[config.mk]
export PLATFORM = sky130hd
export DESIGN_NAME = pad_term_port
export DESIGN_NICKNAME = d
export VERILOG_FILES = /design/src/common/pad_pkg.sv /design/src/common/svc_if.sv /design/src/verilog/pad_term_port.sv /design/src/verilog/svc_tx.sv
export SDC_FILE = /design/constraint.sdc
export NUM_CORES = 1
export LEC_CHECK = 0
export BUFFER_PORTS_ARGS = -buffer_cell sky130_fd_sc_hd__buf_2
export CAP_MARGIN = 20
export CORE_MARGIN = 3
export CORE_UTILIZATION = 58
export CTS_CLUSTER_SIZE = 40
export DETAILED_ROUTE_END_ITERATION = 16
export PLACE_DENSITY = 0.89
export SYNTH_ARGS = -nofsm -noshare
export SYNTH_HDL_FRONTEND = slang
export SYNTH_SLANG_ARGS = --single-unit
[constraint.sdc]
create_clock -name sys_clk -period 2.9 [get_ports sys_clk]
set_input_delay 0.58 -clock sys_clk [delete_from_list [all_inputs] [get_ports sys_clk]]
set_output_delay 0.58 -clock sys_clk [all_outputs]
set_load 0.02 [all_outputs]
[src/common/pad_pkg.sv]
// Constants, codes and types for the terminal service-signal block.
// Assumes a 20 MHz system clock and an AXI4-Lite register bus.
package pad_pkg;
  // Characters used in service signals and data handling
  localparam logic [7:0] CH_E = 8'h45;
  localparam logic [7:0] CH_R = 8'h52;
  localparam logic [7:0] CH_C = 8'h43;
  localparam logic [7:0] CH_O = 8'h4f;
  localparam logic [7:0] CH_M = 8'h4d;
  localparam logic [7:0] CH_ACK = 8'h06;
  localparam logic [7:0] CH_NUL = 8'h00;
  localparam logic [7:0] CH_CR = 8'h0d;
  localparam logic [7:0] CH_DLE = 8'h10;
  localparam logic [7:0] CH_DEL = 8'h7f;
  localparam logic [7:0] CH_CTRL_TOP = 8'h1f;
  // Register offsets
  localparam logic [7:0] OFS_CTRL = 8'h00;
  localparam logic [7:0] OFS_PARAM_A = 8'h04;
  localparam logic [7:0] OFS_PARAM_B = 8'h08;
  localparam logic [7:0] OFS_STATUS = 8'h0c;
  localparam logic [1:0] RESP_OKAY = 2'h0;
  localparam logic [1:0] RESP_SLVERR = 2'h2;
  // Control register fields
  localparam int CTRL_PROFILE = 0;
  localparam int CTRL_LOAD = 1;
  localparam int CTRL_PAD_MARK = 2;
  localparam int CTRL_ACK_CONN = 3;
  localparam int CTRL_BYPASS = 4;
  localparam int CTRL_LIMIT_LSB = 8;
  // Parameter register fields
  localparam int PA_P1 = 0;
  localparam int PA_P2 = 1;
  localparam int PA_P3_LSB = 8;
  localparam int PA_P4_LSB = 16;
  localparam int PA_P5 = 24;
  localparam int PA_P6 = 25;
  localparam int PB_P7_LSB = 0;
  localparam int PB_P8 = 8;
  localparam int PB_P9_LSB = 16;
  localparam int PB_P10_LSB = 24;
  localparam int ST_WCNT_LSB = 8;
  // Profile defaults
  localparam logic P1_TRANS = 1'b0;
  localparam logic P1_SIMPLE = 1'b1;
  localparam logic P2_DEF = 1'b0;
  localparam logic [7:0] P3_TRANS = 8'h00;
  localparam logic [7:0] P3_SIMPLE = 8'h7e;
  localparam logic [7:0] P4_TRANS = 8'h14;
  localparam logic [7:0] P4_SIMPLE = 8'h00;
  localparam logic P5_TRANS = 1'b0;
  localparam logic P5_SIMPLE = 1'b1;
  localparam logic P6_TRANS = 1'b0;
  localparam logic P6_SIMPLE = 1'b1;
  localparam logic [4:0] P7_DEF = 5'h02;
  localparam logic P8_DEF = 1'b0;
  localparam logic [2:0] P9_DEF = 3'h0;
  localparam logic [7:0] P10_DEF = 8'h00;
  localparam logic [3:0] LIMIT_DEF = 4'h3;
  // Forwarding selections and break actions
  localparam logic [7:0] FWD_CR = 8'h02;
  localparam logic [7:0] FWD_CTRL = 8'h7e;
  localparam logic [4:0] BRK_INT = 5'h01;
  localparam logic [4:0] BRK_RESET = 5'h02;
  localparam logic [4:0] BRK_ESC = 5'h08;
  localparam logic [4:0] BRK_ALL = 5'h15;
  // Timing
  localparam int CLK_NS = 50;
  localparam int IDLE_TICK_MS = 50;
  localparam int IDLE_TICK_CYC = IDLE_TICK_MS * (1000000 / CLK_NS);
  localparam int WAIT_TO_MS = 20000;
  localparam int WAIT_TO_CYC = WAIT_TO_MS * (1000000 / CLK_NS);
  // Service message selectors
  localparam logic [1:0] MSG_CONN = 2'h0;
  localparam logic [1:0] MSG_ERR = 2'h1;
  localparam logic [1:0] MSG_ECHO = 2'h2;
  // Call states, one-hot
  typedef enum logic [5:0] {
    ST_IDLE = 6'b000001,
    ST_WAIT = 6'b000010,
    ST_CALL = 6'b000100,
    ST_SVC = 6'b001000,
    ST_DATA = 6'b010000,
    ST_CLEAR = 6'b100000
  } call_state_t;
endpackage

[src/common/svc_if.sv]
// Link between the call controller and the service-signal transmitter.
// Assumes both ends run on the same clock.
`timescale 1ns/1ps
interface svc_if;
  logic start;
  logic [1:0] msg;
  logic [7:0] echo_ch;
  logic [2:0] pad_cnt;
  logic pad_mark;
  logic ack_opt;
  logic [7:0] fold;
  logic busy;
  modport ctl (output start, msg, echo_ch, pad_cnt, pad_mark, ack_opt, fold, input busy);
  modport tx (input start, msg, echo_ch, pad_cnt, pad_mark, ack_opt, fold, output busy);
endinterface

[src/verilog/pad_term_port.sv]
// Call sequencing, parameter profiles and service signals for one terminal port.
// Assumes a byte-level receiver and transmitter on sys_clk and an AXI4-Lite master.
// Functional notes
// - Error signal starts with E R R
// - Padding is NUL or one idle mark; the code sends pad_cnt NULs, each with tx_mark set when pad_mark is set
// - Connected signal is COM, or ACK option
// - Suppressed signals: advance on call established
// - Suppressed signals skip state 8
// - All service signals sent in state 8
// - Waiting state entered N times, then clear
// - Bypassed states 2-4 run no time-outs
// - Terminal disconnect answered by clearing, disconnecting
// - Escape recall default 0 transparent, 1 simple
// - Echo defaults off; 1 echoes characters
// - Forwarding 0, 2 CR, 126 controls+DEL
// - Idle timer in 50 ms, 0 disables
// - Flow control default 0 transparent, 1 simple
// - Service signals default 0 transparent, 1 simple
// - Break action 0,1,2,8,21; default 2
// - Discard set by device, cleared remotely
// - 0 to 7 pads after carriage return
// - Line folding 1 to 255; 0 off
//
// Decided for this implementation: the register addresses and the AXI4-Lite interface to the registers.
`timescale 1ns/1ps
module pad_term_port
  import pad_pkg::*;
#(
  parameter int IDLE_TICK = IDLE_TICK_CYC,
  parameter int WAIT_TO = WAIT_TO_CYC
) (
  // Clock and reset
  input wire logic sys_clk,
  input wire logic sys_rst,
  // AXI4-Lite slave
  input wire logic [7:0] s_axi_awaddr,
  input wire logic s_axi_awvalid,
  output logic s_axi_awready,
  input wire logic [31:0] s_axi_wdata,
  input wire logic [3:0] s_axi_wstrb,
  input wire logic s_axi_wvalid,
  output logic s_axi_wready,
  output logic [1:0] s_axi_bresp,
  output logic s_axi_bvalid,
  input wire logic s_axi_bready,
  input wire logic [7:0] s_axi_araddr,
  input wire logic s_axi_arvalid,
  output logic s_axi_arready,
  output logic [31:0] s_axi_rdata,
  output logic [1:0] s_axi_rresp,
  output logic s_axi_rvalid,
  input wire logic s_axi_rready,
  // Terminal access path and characters
  input wire logic access_up_pin,
  output logic path_drop,
  input wire logic [7:0] rx_data,
  input wire logic rx_valid,
  output logic rx_ready,
  input wire logic break_in,
  output logic [7:0] tx_data,
  output logic tx_mark,
  output logic tx_valid,
  input wire logic tx_ready,
  // Network side
  output logic call_req,
  output logic clear_req,
  input wire logic vc_up,
  input wire logic vc_down,
  input wire logic err_evt,
  input wire logic discard_clr,
  output logic [7:0] net_data,
  output logic net_valid,
  output logic fwd_now,
  output logic brk_int,
  output logic brk_reset,
  output logic discard
);
  svc_if sif ();

  svc_tx u_tx (
    .sys_clk(sys_clk),
    .sys_rst(sys_rst),
    .s(sif.tx),
    .tx_data(tx_data),
    .tx_mark(tx_mark),
    .tx_valid(tx_valid),
    .tx_ready(tx_ready)
  );

  function automatic logic [2:0] decode(input logic [7:0] a);
    if (a == OFS_CTRL) begin
      decode = 3'b100;
    end else if (a == OFS_PARAM_A) begin
      decode = 3'b101;
    end else if (a == OFS_PARAM_B) begin
      decode = 3'b110;
    end else if (a == OFS_STATUS) begin
      decode = 3'b111;
    end else begin
      decode = 3'b000;
    end
  endfunction

  call_state_t st_q, st_d, ret_q, ret_d;
  logic acc_s1, acc_s2, acc_s3, acc_q, acc_d;
  logic aw_full_q, aw_full_d, w_full_q, w_full_d;
  logic [7:0] awaddr_q, awaddr_d;
  logic [31:0] wdata_q, wdata_d, rdata_q, rdata_d;
  logic bvalid_q, bvalid_d, rvalid_q, rvalid_d;
  logic [1:0] bresp_q, bresp_d, rresp_q, rresp_d;
  logic profile_q, profile_d, pad_mark_q, pad_mark_d, ack_q, ack_d, byp_q, byp_d;
  logic [3:0] limit_q, limit_d, wcnt_q, wcnt_d;
  logic p1_q, p1_d, p2_q, p2_d, p5_q, p5_d, p6_q, p6_d, p8_q, p8_d;
  logic [7:0] p3_q, p3_d, p4_q, p4_d, p10_q, p10_d;
  logic [4:0] p7_q, p7_d;
  logic [2:0] p9_q, p9_d;
  logic [31:0] tick_q, tick_d, xcnt_q, xcnt_d;
  logic [7:0] idle_q, idle_d;
  logic armed_q, armed_d;
  logic start_q, start_d;
  logic [1:0] msg_q, msg_d;
  logic [7:0] echo_q, echo_d, net_q, net_d;
  logic rx_rdy_q, rx_rdy_d, netv_q, netv_d, fwd_q, fwd_d;
  logic call_q, call_d, clr_q, clr_d, drop_q, drop_d, bi_q, bi_d, br_q, br_d;

  always_comb begin
    logic [2:0] wsel, rsel;
    logic do_wr, load, take, enter_wait, fwd_char;
    wsel = decode(awaddr_q);
    rsel = decode(s_axi_araddr);
    aw_full_d = aw_full_q;
    w_full_d = w_full_q;
    awaddr_d = awaddr_q;
    wdata_d = wdata_q;
    bvalid_d = bvalid_q && !s_axi_bready;
    bresp_d = bresp_q;
    rvalid_d = rvalid_q && !s_axi_rready;
    rresp_d = rresp_q;
    rdata_d = rdata_q;
    profile_d = profile_q;
    pad_mark_d = pad_mark_q;
    ack_d = ack_q;
    byp_d = byp_q;
    limit_d = limit_q;
    {p1_d, p2_d, p3_d, p4_d, p5_d} = {p1_q, p2_q, p3_q, p4_q, p5_q};
    {p6_d, p7_d, p8_d, p9_d, p10_d} = {p6_q, p7_q, p8_q, p9_q, p10_q};
    load = 1'b0;
    // Bus write channels
    if (s_axi_awvalid && !aw_full_q) begin
      aw_full_d = 1'b1;
      awaddr_d = s_axi_awaddr;
    end
    if (s_axi_wvalid && !w_full_q) begin
      w_full_d = 1'b1;
      wdata_d = s_axi_wdata;
    end
    do_wr = aw_full_q && w_full_q && !bvalid_q;
    if (do_wr) begin
      aw_full_d = 1'b0;
      w_full_d = 1'b0;
      bvalid_d = 1'b1;
      bresp_d = wsel[2] ? RESP_OKAY : RESP_SLVERR;
      if (wsel == 3'b100) begin
        profile_d = wdata_q[CTRL_PROFILE];
        pad_mark_d = wdata_q[CTRL_PAD_MARK];
        ack_d = wdata_q[CTRL_ACK_CONN];
        byp_d = wdata_q[CTRL_BYPASS];
        limit_d = wdata_q[CTRL_LIMIT_LSB +: 4];
        load = wdata_q[CTRL_LOAD];
      end else if (wsel == 3'b101) begin
        p1_d = wdata_q[PA_P1];
        p2_d = wdata_q[PA_P2];
        p3_d = wdata_q[PA_P3_LSB +: 8];
        p4_d = wdata_q[PA_P4_LSB +: 8];
        p5_d = wdata_q[PA_P5];
        p6_d = wdata_q[PA_P6];
      end else if (wsel == 3'b110) begin
        p7_d = wdata_q[PB_P7_LSB +: 5];
        p8_d = wdata_q[PB_P8];
        p9_d = wdata_q[PB_P9_LSB +: 3];
        p10_d = wdata_q[PB_P10_LSB +: 8];
      end
    end
    if (load) begin
      p1_d = profile_d ? P1_SIMPLE : P1_TRANS;
      p2_d = P2_DEF;
      p3_d = profile_d ? P3_SIMPLE : P3_TRANS;
      p4_d = profile_d ? P4_SIMPLE : P4_TRANS;
      p5_d = profile_d ? P5_SIMPLE : P5_TRANS;
      p6_d = profile_d ? P6_SIMPLE : P6_TRANS;
      p7_d = P7_DEF;
      p8_d = P8_DEF;
      p9_d = P9_DEF;
      p10_d = P10_DEF;
    end
    // Bus read channel
    if (s_axi_arvalid && !rvalid_q) begin
      rvalid_d = 1'b1;
      rresp_d = rsel[2] ? RESP_OKAY : RESP_SLVERR;
      rdata_d = 32'h0;
      if (rsel == 3'b100) begin
        rdata_d[CTRL_PROFILE] = profile_q;
        rdata_d[CTRL_PAD_MARK] = pad_mark_q;
        rdata_d[CTRL_ACK_CONN] = ack_q;
        rdata_d[CTRL_BYPASS] = byp_q;
        rdata_d[CTRL_LIMIT_LSB +: 4] = limit_q;
      end else if (rsel == 3'b101) begin
        rdata_d[PA_P1] = p1_q;
        rdata_d[PA_P2] = p2_q;
        rdata_d[PA_P3_LSB +: 8] = p3_q;
        rdata_d[PA_P4_LSB +: 8] = p4_q;
        rdata_d[PA_P5] = p5_q;
        rdata_d[PA_P6] = p6_q;
      end else if (rsel == 3'b110) begin
        rdata_d[PB_P7_LSB +: 5] = p7_q;
        rdata_d[PB_P8] = p8_q;
        rdata_d[PB_P9_LSB +: 3] = p9_q;
        rdata_d[PB_P10_LSB +: 8] = p10_q;
      end else if (rsel == 3'b111) begin
        rdata_d[5:0] = st_q;
        rdata_d[ST_WCNT_LSB +: 4] = wcnt_q;
      end
    end
    // Access path synchroniser: change counts once stages two and three agree
    acc_d = (acc_s2 == acc_s3) ? acc_s3 : acc_q;
    // Call state machine
    st_d = st_q;
    ret_d = ret_q;
    wcnt_d = wcnt_q;
    xcnt_d = xcnt_q;
    tick_d = tick_q;
    idle_d = idle_q;
    armed_d = armed_q;
    start_d = 1'b0;
    msg_d = msg_q;
    echo_d = echo_q;
    net_d = net_q;
    {netv_d, fwd_d, call_d, clr_d, drop_d, bi_d, br_d} = 7'h00;
    take = rx_valid && rx_rdy_q;
    enter_wait = 1'b0;
    fwd_char = (p3_q == FWD_CR && rx_data == CH_CR) ||
      (p3_q == FWD_CTRL && (rx_data <= CH_CTRL_TOP || rx_data == CH_DEL));
    if (discard_clr) begin
      p8_d = 1'b0;
    end
    case (st_q)
      ST_IDLE: begin
        wcnt_d = 4'h0;
        if (acc_q) begin
          if (byp_q) begin
            st_d = ST_CALL;
            call_d = 1'b1;
          end else begin
            enter_wait = 1'b1;
          end
        end
      end
      ST_WAIT: begin
        xcnt_d = xcnt_q + 32'h1;
        if (take && rx_data == CH_CR) begin
          st_d = ST_CALL;
          call_d = 1'b1;
        end else if (xcnt_q >= 32'(WAIT_TO - 1)) begin
          enter_wait = 1'b1;
        end
      end
      ST_CALL: begin
        if (vc_down) begin
          st_d = ST_CLEAR;
        end else if (vc_up && p6_q) begin
          st_d = ST_SVC;
          ret_d = ST_DATA;
          start_d = 1'b1;
          msg_d = MSG_CONN;
        end else if (vc_up) begin
          st_d = ST_DATA;
        end
      end
      ST_SVC: begin
        if (!start_q && !sif.busy) begin
          st_d = ret_q;
        end
      end
      ST_DATA: begin
        if (tick_q >= 32'(IDLE_TICK - 1)) begin
          tick_d = 32'h0;
          idle_d = idle_q + 8'h01;
        end else begin
          tick_d = tick_q + 32'h1;
        end
        if (armed_q && p4_q != 8'h00 && idle_q == p4_q) begin
          fwd_d = 1'b1;
          armed_d = 1'b0;
        end
        if (vc_down) begin
          st_d = ST_CLEAR;
        end else if (break_in) begin
          if (p7_q == BRK_INT || p7_q == BRK_ALL) begin
            bi_d = 1'b1;
          end
          if (p7_q == BRK_ALL) begin
            p8_d = 1'b1;
          end
          if (p7_q == BRK_RESET) begin
            br_d = 1'b1;
          end
          if (p7_q == BRK_ESC) begin
            enter_wait = 1'b1;
          end
        end else if (err_evt && p6_q) begin
          st_d = ST_SVC;
          ret_d = ST_DATA;
          start_d = 1'b1;
          msg_d = MSG_ERR;
        end else if (take) begin
          tick_d = 32'h0;
          idle_d = 8'h00;
          armed_d = 1'b1;
          if (p1_q && rx_data == CH_DLE) begin
            enter_wait = 1'b1;
          end else begin
            net_d = rx_data;
            netv_d = 1'b1;
            fwd_d = fwd_char;
            if (p2_q && !sif.busy) begin
              start_d = 1'b1;
              msg_d = MSG_ECHO;
              echo_d = rx_data;
            end
          end
        end
      end
      ST_CLEAR: begin
        clr_d = 1'b1;
        drop_d = 1'b1;
        st_d = ST_IDLE;
      end
      default: begin
        st_d = ST_IDLE;
      end
    endcase
    if (enter_wait) begin
      xcnt_d = 32'h0;
      if (wcnt_q == limit_q) begin
        st_d = ST_CLEAR;
      end else begin
        wcnt_d = wcnt_q + 4'h1;
        st_d = ST_WAIT;
      end
    end
    if (!acc_q && st_q != ST_IDLE && st_q != ST_CLEAR) begin
      st_d = ST_CLEAR;
    end
    rx_rdy_d = (st_d == ST_WAIT || st_d == ST_DATA) && !load && !take &&
      !(p2_q && sif.busy);
  end

  always_ff @(posedge sys_clk) begin
    if (sys_rst) begin
      {acc_s1, acc_s2, acc_s3, acc_q} <= 4'h0;
      {aw_full_q, w_full_q, bvalid_q, rvalid_q} <= 4'h0;
      awaddr_q <= 8'h00;
      wdata_q <= 32'h0;
      rdata_q <= 32'h0;
      bresp_q <= RESP_OKAY;
      rresp_q <= RESP_OKAY;
      {profile_q, pad_mark_q, ack_q, byp_q} <= 4'h0;
      limit_q <= LIMIT_DEF;
      p1_q <= P1_TRANS;
      p2_q <= P2_DEF;
      p3_q <= P3_TRANS;
      p4_q <= P4_TRANS;
      p5_q <= P5_TRANS;
      p6_q <= P6_TRANS;
      p7_q <= P7_DEF;
      p8_q <= P8_DEF;
      p9_q <= P9_DEF;
      p10_q <= P10_DEF;
      st_q <= ST_IDLE;
      ret_q <= ST_IDLE;
      wcnt_q <= 4'h0;
      xcnt_q <= 32'h0;
      tick_q <= 32'h0;
      idle_q <= 8'h00;
      armed_q <= 1'b0;
      start_q <= 1'b0;
      msg_q <= MSG_CONN;
      echo_q <= 8'h00;
      net_q <= 8'h00;
      {rx_rdy_q, netv_q, fwd_q, call_q, clr_q, drop_q, bi_q, br_q} <= 8'h00;
    end else begin
      acc_s1 <= access_up_pin;
      acc_s2 <= acc_s1;
      acc_s3 <= acc_s2;
      acc_q <= acc_d;
      {aw_full_q, w_full_q, bvalid_q, rvalid_q} <= {aw_full_d, w_full_d, bvalid_d, rvalid_d};
      awaddr_q <= awaddr_d;
      wdata_q <= wdata_d;
      rdata_q <= rdata_d;
      bresp_q <= bresp_d;
      rresp_q <= rresp_d;
      {profile_q, pad_mark_q, ack_q, byp_q} <= {profile_d, pad_mark_d, ack_d, byp_d};
      limit_q <= limit_d;
      {p1_q, p2_q, p3_q, p4_q, p5_q} <= {p1_d, p2_d, p3_d, p4_d, p5_d};
      {p6_q, p7_q, p8_q, p9_q, p10_q} <= {p6_d, p7_d, p8_d, p9_d, p10_d};
      st_q <= st_d;
      ret_q <= ret_d;
      wcnt_q <= wcnt_d;
      xcnt_q <= xcnt_d;
      tick_q <= tick_d;
      idle_q <= idle_d;
      armed_q <= armed_d;
      start_q <= start_d;
      msg_q <= msg_d;
      echo_q <= echo_d;
      net_q <= net_d;
      {rx_rdy_q, netv_q, fwd_q, call_q} <= {rx_rdy_d, netv_d, fwd_d, call_d};
      {clr_q, drop_q, bi_q, br_q} <= {clr_d, drop_d, bi_d, br_d};
    end
  end

  // Controller side of the transmitter link
  assign sif.start = start_q;
  assign sif.msg = msg_q;
  assign sif.echo_ch = echo_q;
  assign sif.pad_cnt = p9_q;
  assign sif.pad_mark = pad_mark_q;
  assign sif.ack_opt = ack_q;
  assign sif.fold = p10_q;

  assign s_axi_awready = !aw_full_q;
  assign s_axi_wready = !w_full_q;
  assign s_axi_bvalid = bvalid_q;
  assign s_axi_bresp = bresp_q;
  assign s_axi_arready = !rvalid_q;
  assign s_axi_rvalid = rvalid_q;
  assign s_axi_rdata = rdata_q;
  assign s_axi_rresp = rresp_q;
  assign rx_ready = rx_rdy_q;
  assign net_data = net_q;
  assign net_valid = netv_q;
  assign fwd_now = fwd_q;
  assign call_req = call_q;
  assign clear_req = clr_q;
  assign path_drop = drop_q;
  assign brk_int = bi_q;
  assign brk_reset = br_q;
  assign discard = p8_q;
endmodule // pad_term_port

[src/verilog/svc_tx.sv]
// Service-signal and echo character transmitter with padding and folding.
// Assumes start is only raised while busy is low.
`timescale 1ns/1ps
module svc_tx
  import pad_pkg::*;
(
  // Clock and reset
  input wire logic sys_clk,
  input wire logic sys_rst,
  // Controller side
  svc_if.tx s,
  // Terminal character stream
  output logic [7:0] tx_data,
  output logic tx_mark,
  output logic tx_valid,
  input wire logic tx_ready
);
  logic [7:0] seq_q [0:3];
  logic [7:0] seq_d [0:3];
  logic [2:0] len_q, len_d, idx_q, idx_d, pad_q, pad_d;
  logic [7:0] col_q, col_d, data_q, data_d;
  logic mark_q, mark_d, valid_q, valid_d, busy_q, busy_d;
  logic [7:0] ch;

  always_comb begin
    seq_d = seq_q;
    len_d = len_q;
    idx_d = idx_q;
    pad_d = pad_q;
    col_d = col_q;
    data_d = data_q;
    mark_d = mark_q;
    valid_d = valid_q && !tx_ready;
    ch = seq_q[idx_q[1:0]];
    if (!valid_q || tx_ready) begin
      if (pad_q != 3'h0) begin
        data_d = CH_NUL;
        mark_d = s.pad_mark;
        valid_d = 1'b1;
        pad_d = pad_q - 3'h1;
      end else if (idx_q != len_q) begin
        valid_d = 1'b1;
        mark_d = 1'b0;
        if (s.fold != 8'h00 && col_q == s.fold && ch != CH_CR) begin
          data_d = CH_CR;
          col_d = 8'h00;
          pad_d = s.pad_cnt;
        end else begin
          data_d = ch;
          idx_d = idx_q + 3'h1;
          col_d = (ch == CH_CR) ? 8'h00 : col_q + 8'h01;
          if (ch == CH_CR) begin
            pad_d = s.pad_cnt;
          end
        end
      end else if (s.start) begin
        idx_d = 3'h0;
        if (s.msg == MSG_CONN && s.ack_opt) begin
          seq_d[0] = CH_ACK;
          len_d = 3'h1;
        end else if (s.msg == MSG_CONN) begin
          seq_d[0] = CH_C;
          seq_d[1] = CH_O;
          seq_d[2] = CH_M;
          seq_d[3] = CH_CR;
          len_d = 3'h4;
        end else if (s.msg == MSG_ERR) begin
          seq_d[0] = CH_E;
          seq_d[1] = CH_R;
          seq_d[2] = CH_R;
          seq_d[3] = CH_CR;
          len_d = 3'h4;
        end else begin
          seq_d[0] = s.echo_ch;
          len_d = 3'h1;
        end
      end
    end
    busy_d = (idx_d != len_d) || (pad_d != 3'h0) || valid_d;
  end

  always_ff @(posedge sys_clk) begin
    if (sys_rst) begin
      for (int i = 0; i < 4; i++) begin
        seq_q[i] <= 8'h00;
      end
      len_q <= 3'h0;
      idx_q <= 3'h0;
      pad_q <= 3'h0;
      col_q <= 8'h00;
      data_q <= 8'h00;
      mark_q <= 1'b0;
      valid_q <= 1'b0;
      busy_q <= 1'b0;
    end else begin
      seq_q <= seq_d;
      len_q <= len_d;
      idx_q <= idx_d;
      pad_q <= pad_d;
      col_q <= col_d;
      data_q <= data_d;
      mark_q <= mark_d;
      valid_q <= valid_d;
      busy_q <= busy_d;
    end
  end

  assign tx_data = data_q;
  assign tx_mark = mark_q;
  assign tx_valid = valid_q;
  assign s.busy = busy_q;
endmodule // svc_tx
After elaboration in Yosys (flattened, before gate mapping)
Index checks and enable logic that the tools add are counted.

storage, ports and cells
  bits in registers = 302
  bits of input ports = 75
  output and inout bits = 68
  logic and storage cells = 396

cells by class
  add/sub/neg operators = 7
  order comparisons = 4
  eq/ne operators = 50
  mux-type cells = 186
  bitwise logic cells = 12
  reduce and logical (&&, ||, !) cells = 79

operators by type and width
  kind                                                                      number
  32-bit 2-to-1 mux                                                         6
  8-bit 2-to-1 mux                                                          23
  6-bit 2-to-1 mux                                                          20
  3-bit 2-to-1 mux                                                          29
  1-bit 2-to-1 mux                                                          75
  32-bit by 1-bit adder with 32-bit output (second input constant)          2
  8-bit by 4-bit == test with 1-bit output (second input constant)          6
  32-bit by 20-bit >= comparator with 1-bit output (second input constant)  1
  32-bit by 29-bit >= comparator with 1-bit output (second input constant)  1
  4-bit 2-to-1 mux                                                          8
  6-bit one-hot mux with 5 select lines                                     1
  1-bit logical AND                                                         28
  2-bit 2-to-1 mux                                                          12
  24-bit 2-to-1 mux                                                         1
  3-bit == test (second input constant)                                     7
  20-bit 2-to-1 mux                                                         1
  6-bit AND reduction                                                       3
  8-bit by 1-bit adder with 8-bit output (second input constant)            2
  8-bit binary-select mux with 2-bit select                                 1
  8-bit by 3-bit == test with 1-bit output (second input constant)          2
  8-bit by 7-bit == test with 1-bit output (second input constant)          2
  8-bit == test                                                             2
  8-bit zero test                                                           2
  8-bit nonzero test                                                        2
  other kinds (48)                                                          101

Logic depth before layout (Yosys ltp)
  depth after elaboration = 16
  depth in mapped cells = 10
  gate-level depth less buffers = 9

By module
Synthesis repeated with hierarchy kept, for this count alone.

unflattened totals
  cells, all modules = 1416
  area, all modules = 12110.4 µm²

by module, submodules not included
  module         times used  cells an instance  area an instance (µm²)  sequential area each (µm²)
  pad_term_port  1           1176               10084.7                 4664.5
  svc_tx         1           240                2025.7                  780.7

Worst setup path after synthesis
OpenSTA, ideal clock, no wires.

  kind = input-to-reg
  start = input rx_data[1]
  end = register xcnt_q[19]
  arrival = 2263 ps
  data required time = 2836 ps
  setup slack = 573 ps
  stages on the path = 9
  path buffers = 3
  cell sequence = nor4_1 -> nor3b_2 -> a21oi_1 -> a211o_1 -> buf_2 -> or2_1 -> buf_2 -> buf_2 -> nor2_1

between the ends
  longest elaborated chain between the ends = 9
  elaborated cells on any way between the ends = 12

RTL lines
  item                                       line                  text
  start: declaration                         pad_term_port.sv:56   input wire logic [7:0] rx_data,
  8-bit by 5-bit == test with 1-bit output   pad_term_port.sv:319  if (p1_q && rx_data == CH_DLE) begin
  1-bit logical AND                          pad_term_port.sv:319
  1-bit 2-to-1 mux                           pad_term_port.sv:319
  1-bit 2-to-1 mux                           pad_term_port.sv:315  end else if (take) begin
  1-bit 2-to-1 mux                           pad_term_port.sv:310  end else if (err_evt && p6_q) begin
  1-bit 2-to-1 mux                           pad_term_port.sv:297  end else if (break_in) begin
  1-bit 2-to-1 mux                           pad_term_port.sv:295  if (vc_down) begin
  1-bit one-hot mux with 3 select lines (*)  pad_term_port.sv:246  case (st_q)
  2-bit OR reduction (no line) (*)           --
  end signal: assignment                     pad_term_port.sv:409  xcnt_q <= xcnt_d;
  end: declaration                           pad_term_port.sv:117  logic [31:0] tick_q, tick_d, xcnt_q, xcnt_d;

Every way passes the cells marked *; elsewhere a longest branch is shown, timed or not.
A chain may end at the register's enable or synchronous reset.

Worst setup path in the final report
  start = register u_tx.idx_q[0]
  end = register u_tx.busy_q (netlist: u_tx.s.busy)

between the ends
  longest elaborated chain between the ends = 13
  elaborated cells on any way between the ends = 29

RTL lines
  item                                                                                                         line                        text
  start: declaration                                                                                           svc_tx.sv:20                logic [2:0] len_q, len_d, idx_q, idx_d, pad_q, pad_d;
  start signal: assignment                                                                                     svc_tx.sv:98                idx_q <= idx_d;
  2-bit NOT with 3-bit output (not written as such)                                                            svc_tx.sv:34                ch = seq_q[idx_q[1:0]];
  8-bit binary-select mux with 2-bit select                                                                    svc_tx.sv:34
  8-bit 2-to-1 mux (not written as such) (2 in a row)                                                          svc_tx.sv:34
  8-bit by 4-bit != test with 1-bit output / 8-bit by 4-bit == test with 1-bit output (equally long branches)  svc_tx.sv:44, svc_tx.sv:52
  1-bit logical AND / 3-bit 2-to-1 mux (equally long branches)                                                 svc_tx.sv:44, svc_tx.sv:52
  3-bit 2-to-1 mux                                                                                             svc_tx.sv:44                if (s.fold != 8'h00 && col_q == s.fold && ch != CH_CR) begin
  3-bit 2-to-1 mux                                                                                             svc_tx.sv:41                end else if (idx_q != len_q) begin
  3-bit 2-to-1 mux                                                                                             svc_tx.sv:36                if (pad_q != 3'h0) begin
  3-bit 2-to-1 mux                                                                                             svc_tx.sv:35                if (!valid_q || tx_ready) begin
  3-bit != test / 3-bit nonzero test (equally long branches)                                                   svc_tx.sv:79                busy_d = (idx_d != len_d) || (pad_d != 3'h0) || valid_d;
  1-bit logical OR                                                                                             svc_tx.sv:79
  1-bit logical OR (*)                                                                                         svc_tx.sv:79
  end signal: assignment                                                                                       svc_tx.sv:104               busy_q <= busy_d;
  end: declaration                                                                                             svc_tx.sv:22                logic mark_q, mark_d, valid_q, valid_d, busy_q, busy_d;

Every way passes the cells marked *; elsewhere a longest branch is shown, timed or not. The select of a mux whose other input is x is not followed.

==> flow_summary.toml <==
[sta]
finClkSkew_ps = 9.267
fin_hold_ws_ps = 250.3
relSlewSlack = 0.3558
setup_tns_ps = 0
drv_slew = 0
setup_viol = 0
fmax_ghz = 0.3889
min_period_over_period = 0.8867
hold_viol = 0
finalWorstSetupSlack_ps = 328.6
rsz0062_at_grt = "no"
worstMarginPinSlew_ps = 964.0
min_period_ps = 2571

[placed_design]
port_buffers = 131
dp_cells = 1762
post_dp_cell_area_mm2 = 0.01269
gp_congestion = 0.9366
place_ws_ps = 209.0
place_hpwl_mm = 21.09

[worst_setup_path]
critPathMaxFanout = 13
rrSetupSlack_ps = 330
cp_data_required_time_ps = 3290
r2r_cells = 7
path_depth = 7
worstSetupStartpointType = "flip-flop"
endpoint_kind = "flip-flop"
cpMaxStageDelayCell = "dfxtp_1"
reg2reg_from = "u_tx.idx_q[0]"
path_buf_inv = 0
crit_chain = "nor2_1 > a221oi_1 > a21oi_1 > a21oi_1 > mux2i_1 > o211ai_1 > o211ai_1"
critical-path-max-stage-delay_ps = 610
crit_end = "u_tx.s.busy"
startpoint = "u_tx.idx_q[0]"
crit_family = "compound AO/OA/AOI/OAI gates"
worstSetupPathType = "flip-flop to flip-flop"
reg2reg_to = "u_tx.s.busy"
cp_data_arrival_time_ps = 2960

[floorplanning]
die_w_um = 148.4
row_count = 51
die_h_um = 148.4
die_area_mm2 = 0.02203
start_util = 0.5966
ioPinCount = 143
core-area_mm2 = 0.01972

[cts]
clock_latency_ps = 540
cts_setup_buffers = 0
h-tree-depth = 1
clockRootBuffer = "clkbuf_16"
cts_buffer_depth = 3
cts-resized-gates = 0
cts_tree = "built"
cts.sinks = 272
holdBufCountCts = 0
path_clk_slew_ps = 60
cts_buffers = 28

[global_routing]
grt_overflow_total = 0
antenna_found_initial = 1
grt_max_degree = 81
grt_use_total = 0.2662
grt_pass1_vias = 10210
grt_first_pass_wirelength_mm = 49.17

[run_status]
status = "finished clean"

[pwr]
ir_drop_v = 0.0004115
p_leak_nw = 5.314
power_density_mw_per_mm2 = 598.2
total_power_mw = 8.188

[route]
antenna_left = 0
dr.pass1.iters = 5
routed_wl_mm = 30.37
wl_per_cell_um = 16.75
drc = 0
vias_per_cell = 5.967
drt_iter0_markers = 975
num_vias = 10820

[cells_and_area]
final_common_cell = "dfxtp_1"
finish.utilization = 0.6942
area_growth_pct = 16.36
finalNonFillerCells = 1813
final_nets = 1610
fin_area_mm2 = 0.01369
drive_gt1_frac = 0.1519
layout_common_cells = "272 x dfxtp_1, 228 x nand2_1, 184 x nor2_1, 130 x buf_2, 126 x a21oi_1"

[logic_synthesis]
avgSynthCellArea_um2 = 8.355
netlist.area_leader.share = 0.4629
synth_edf_count = 0
synthTopCellsByArea = "dfxtp_1 46%, nand2_1 7.3%, nor2_1 5.9%"
netlist_instances = 1408
ys_ff_latch = 272
ys_types = 82
synth_top_area_cell = "dfxtp_1"
yosys_warnings = 0
yosysSeqAreaShare = 0.4629
async_reset_ff_frac = 0
synth_area_mm2 = 0.01176
ys.flop_type = "dfxtp_1"

[flow_run]
max_cap_viol_count = 0

[worst_hold_path]
min_path_type = "input port to flip-flop"
[flip-flops by register name, summed over array words and instances, names as in the netlist, 11 cells and up]
signal / count
xcnt_q: 32
s_axi_rdata: 30
wdata_q: 29
u_tx.seq_q: 11
tick_q: 32
[cell usage after synthesis (all sizes together) (5+ instances only)]
cell type  number
a31oi          14
and3           20
mux2i          29
nor3           33
a22oi          34
nor4           22
a21oi         126
ha              8
nand2b         10
o21a            5
nand3          58
nor2b          18
nor2          184
nand4          26
xnor2          44
inv            20
o21ai          30
o211ai          7
dfxtp         272
xor2           39
or3             7
clkbuf         51
nor3b           9
buf            22
nand4b          5
and2            6
nand2         229
o21bai          7
[where the power goes]
| part | switching [mW] | leakage, nW | internal [mW] |
|---|---|---|---|
| Clock | 1.49 | 0.488 | 2.30 |
| Combinational | 0.339 | 2.63 | 0.186 |
| Sequential | 0.0784 | 2.20 | 3.80 |
| Total | 1.91 | 5.31 | 6.28 |
[logic make-up (layout without fill, tap and decap cells)]
kind of cell / after synthesis / count (layout) / share of synthesized area
AO/OA/AOI/OAI: 266 / 266 / 0.1388
XOR/XNOR: 83 / 83 / 0.06180
adder cells (fa/ha/maj): 8 / 8 / 0.008509
buffers and inverters: 93 / 229 / 0.03308
flip-flops: 272 / 272 / 0.4629
multiplexers: 31 / 31 / 0.02850
other: 1 / 5 / 0.0003188
AND/OR/NAND/NOR: 654 / 654 / 0.2661
[cell type report]
type	count	area (um^2)
clock inverters	10	152.6
diodes	1	2.502
flip-flops and latches	272	5445
inverters	20	75.07
fillers	1456	6030
clock buffers	40	845.8
repair buffers	159	880.8
well taps	265	331.6
multi-input cells	1046	5954
[worst min-delay path by stage]
stage / startpoint / end / slack, ps / depth (start not counted)
after detailed placement: acc_s1 / acc_s2 / 420 / 1
after floorplan: acc_s1 / acc_s2 / 410 / 1
final: s_axi_rready / s_axi_rvalid / 250 / 2
after global placement: acc_s1 / acc_s2 / 420 / 1
after CTS: s_axi_rready / s_axi_rvalid / 230 / 2
after global routing: s_axi_rready / s_axi_rvalid / 250 / 2
[routing by layer]
layer  wire length [um]  GRT usage  part of all wire  vias up
li1                   -          -                 -     5136
met5                  0          0                 0        -
met3               2693    0.05058             0.089       96
met1              12320     0.3416              0.41     5045
met2              14190     0.4444              0.47      541
met4               1166     0.1076             0.038        0
Power figures use the tool's default switching activity.
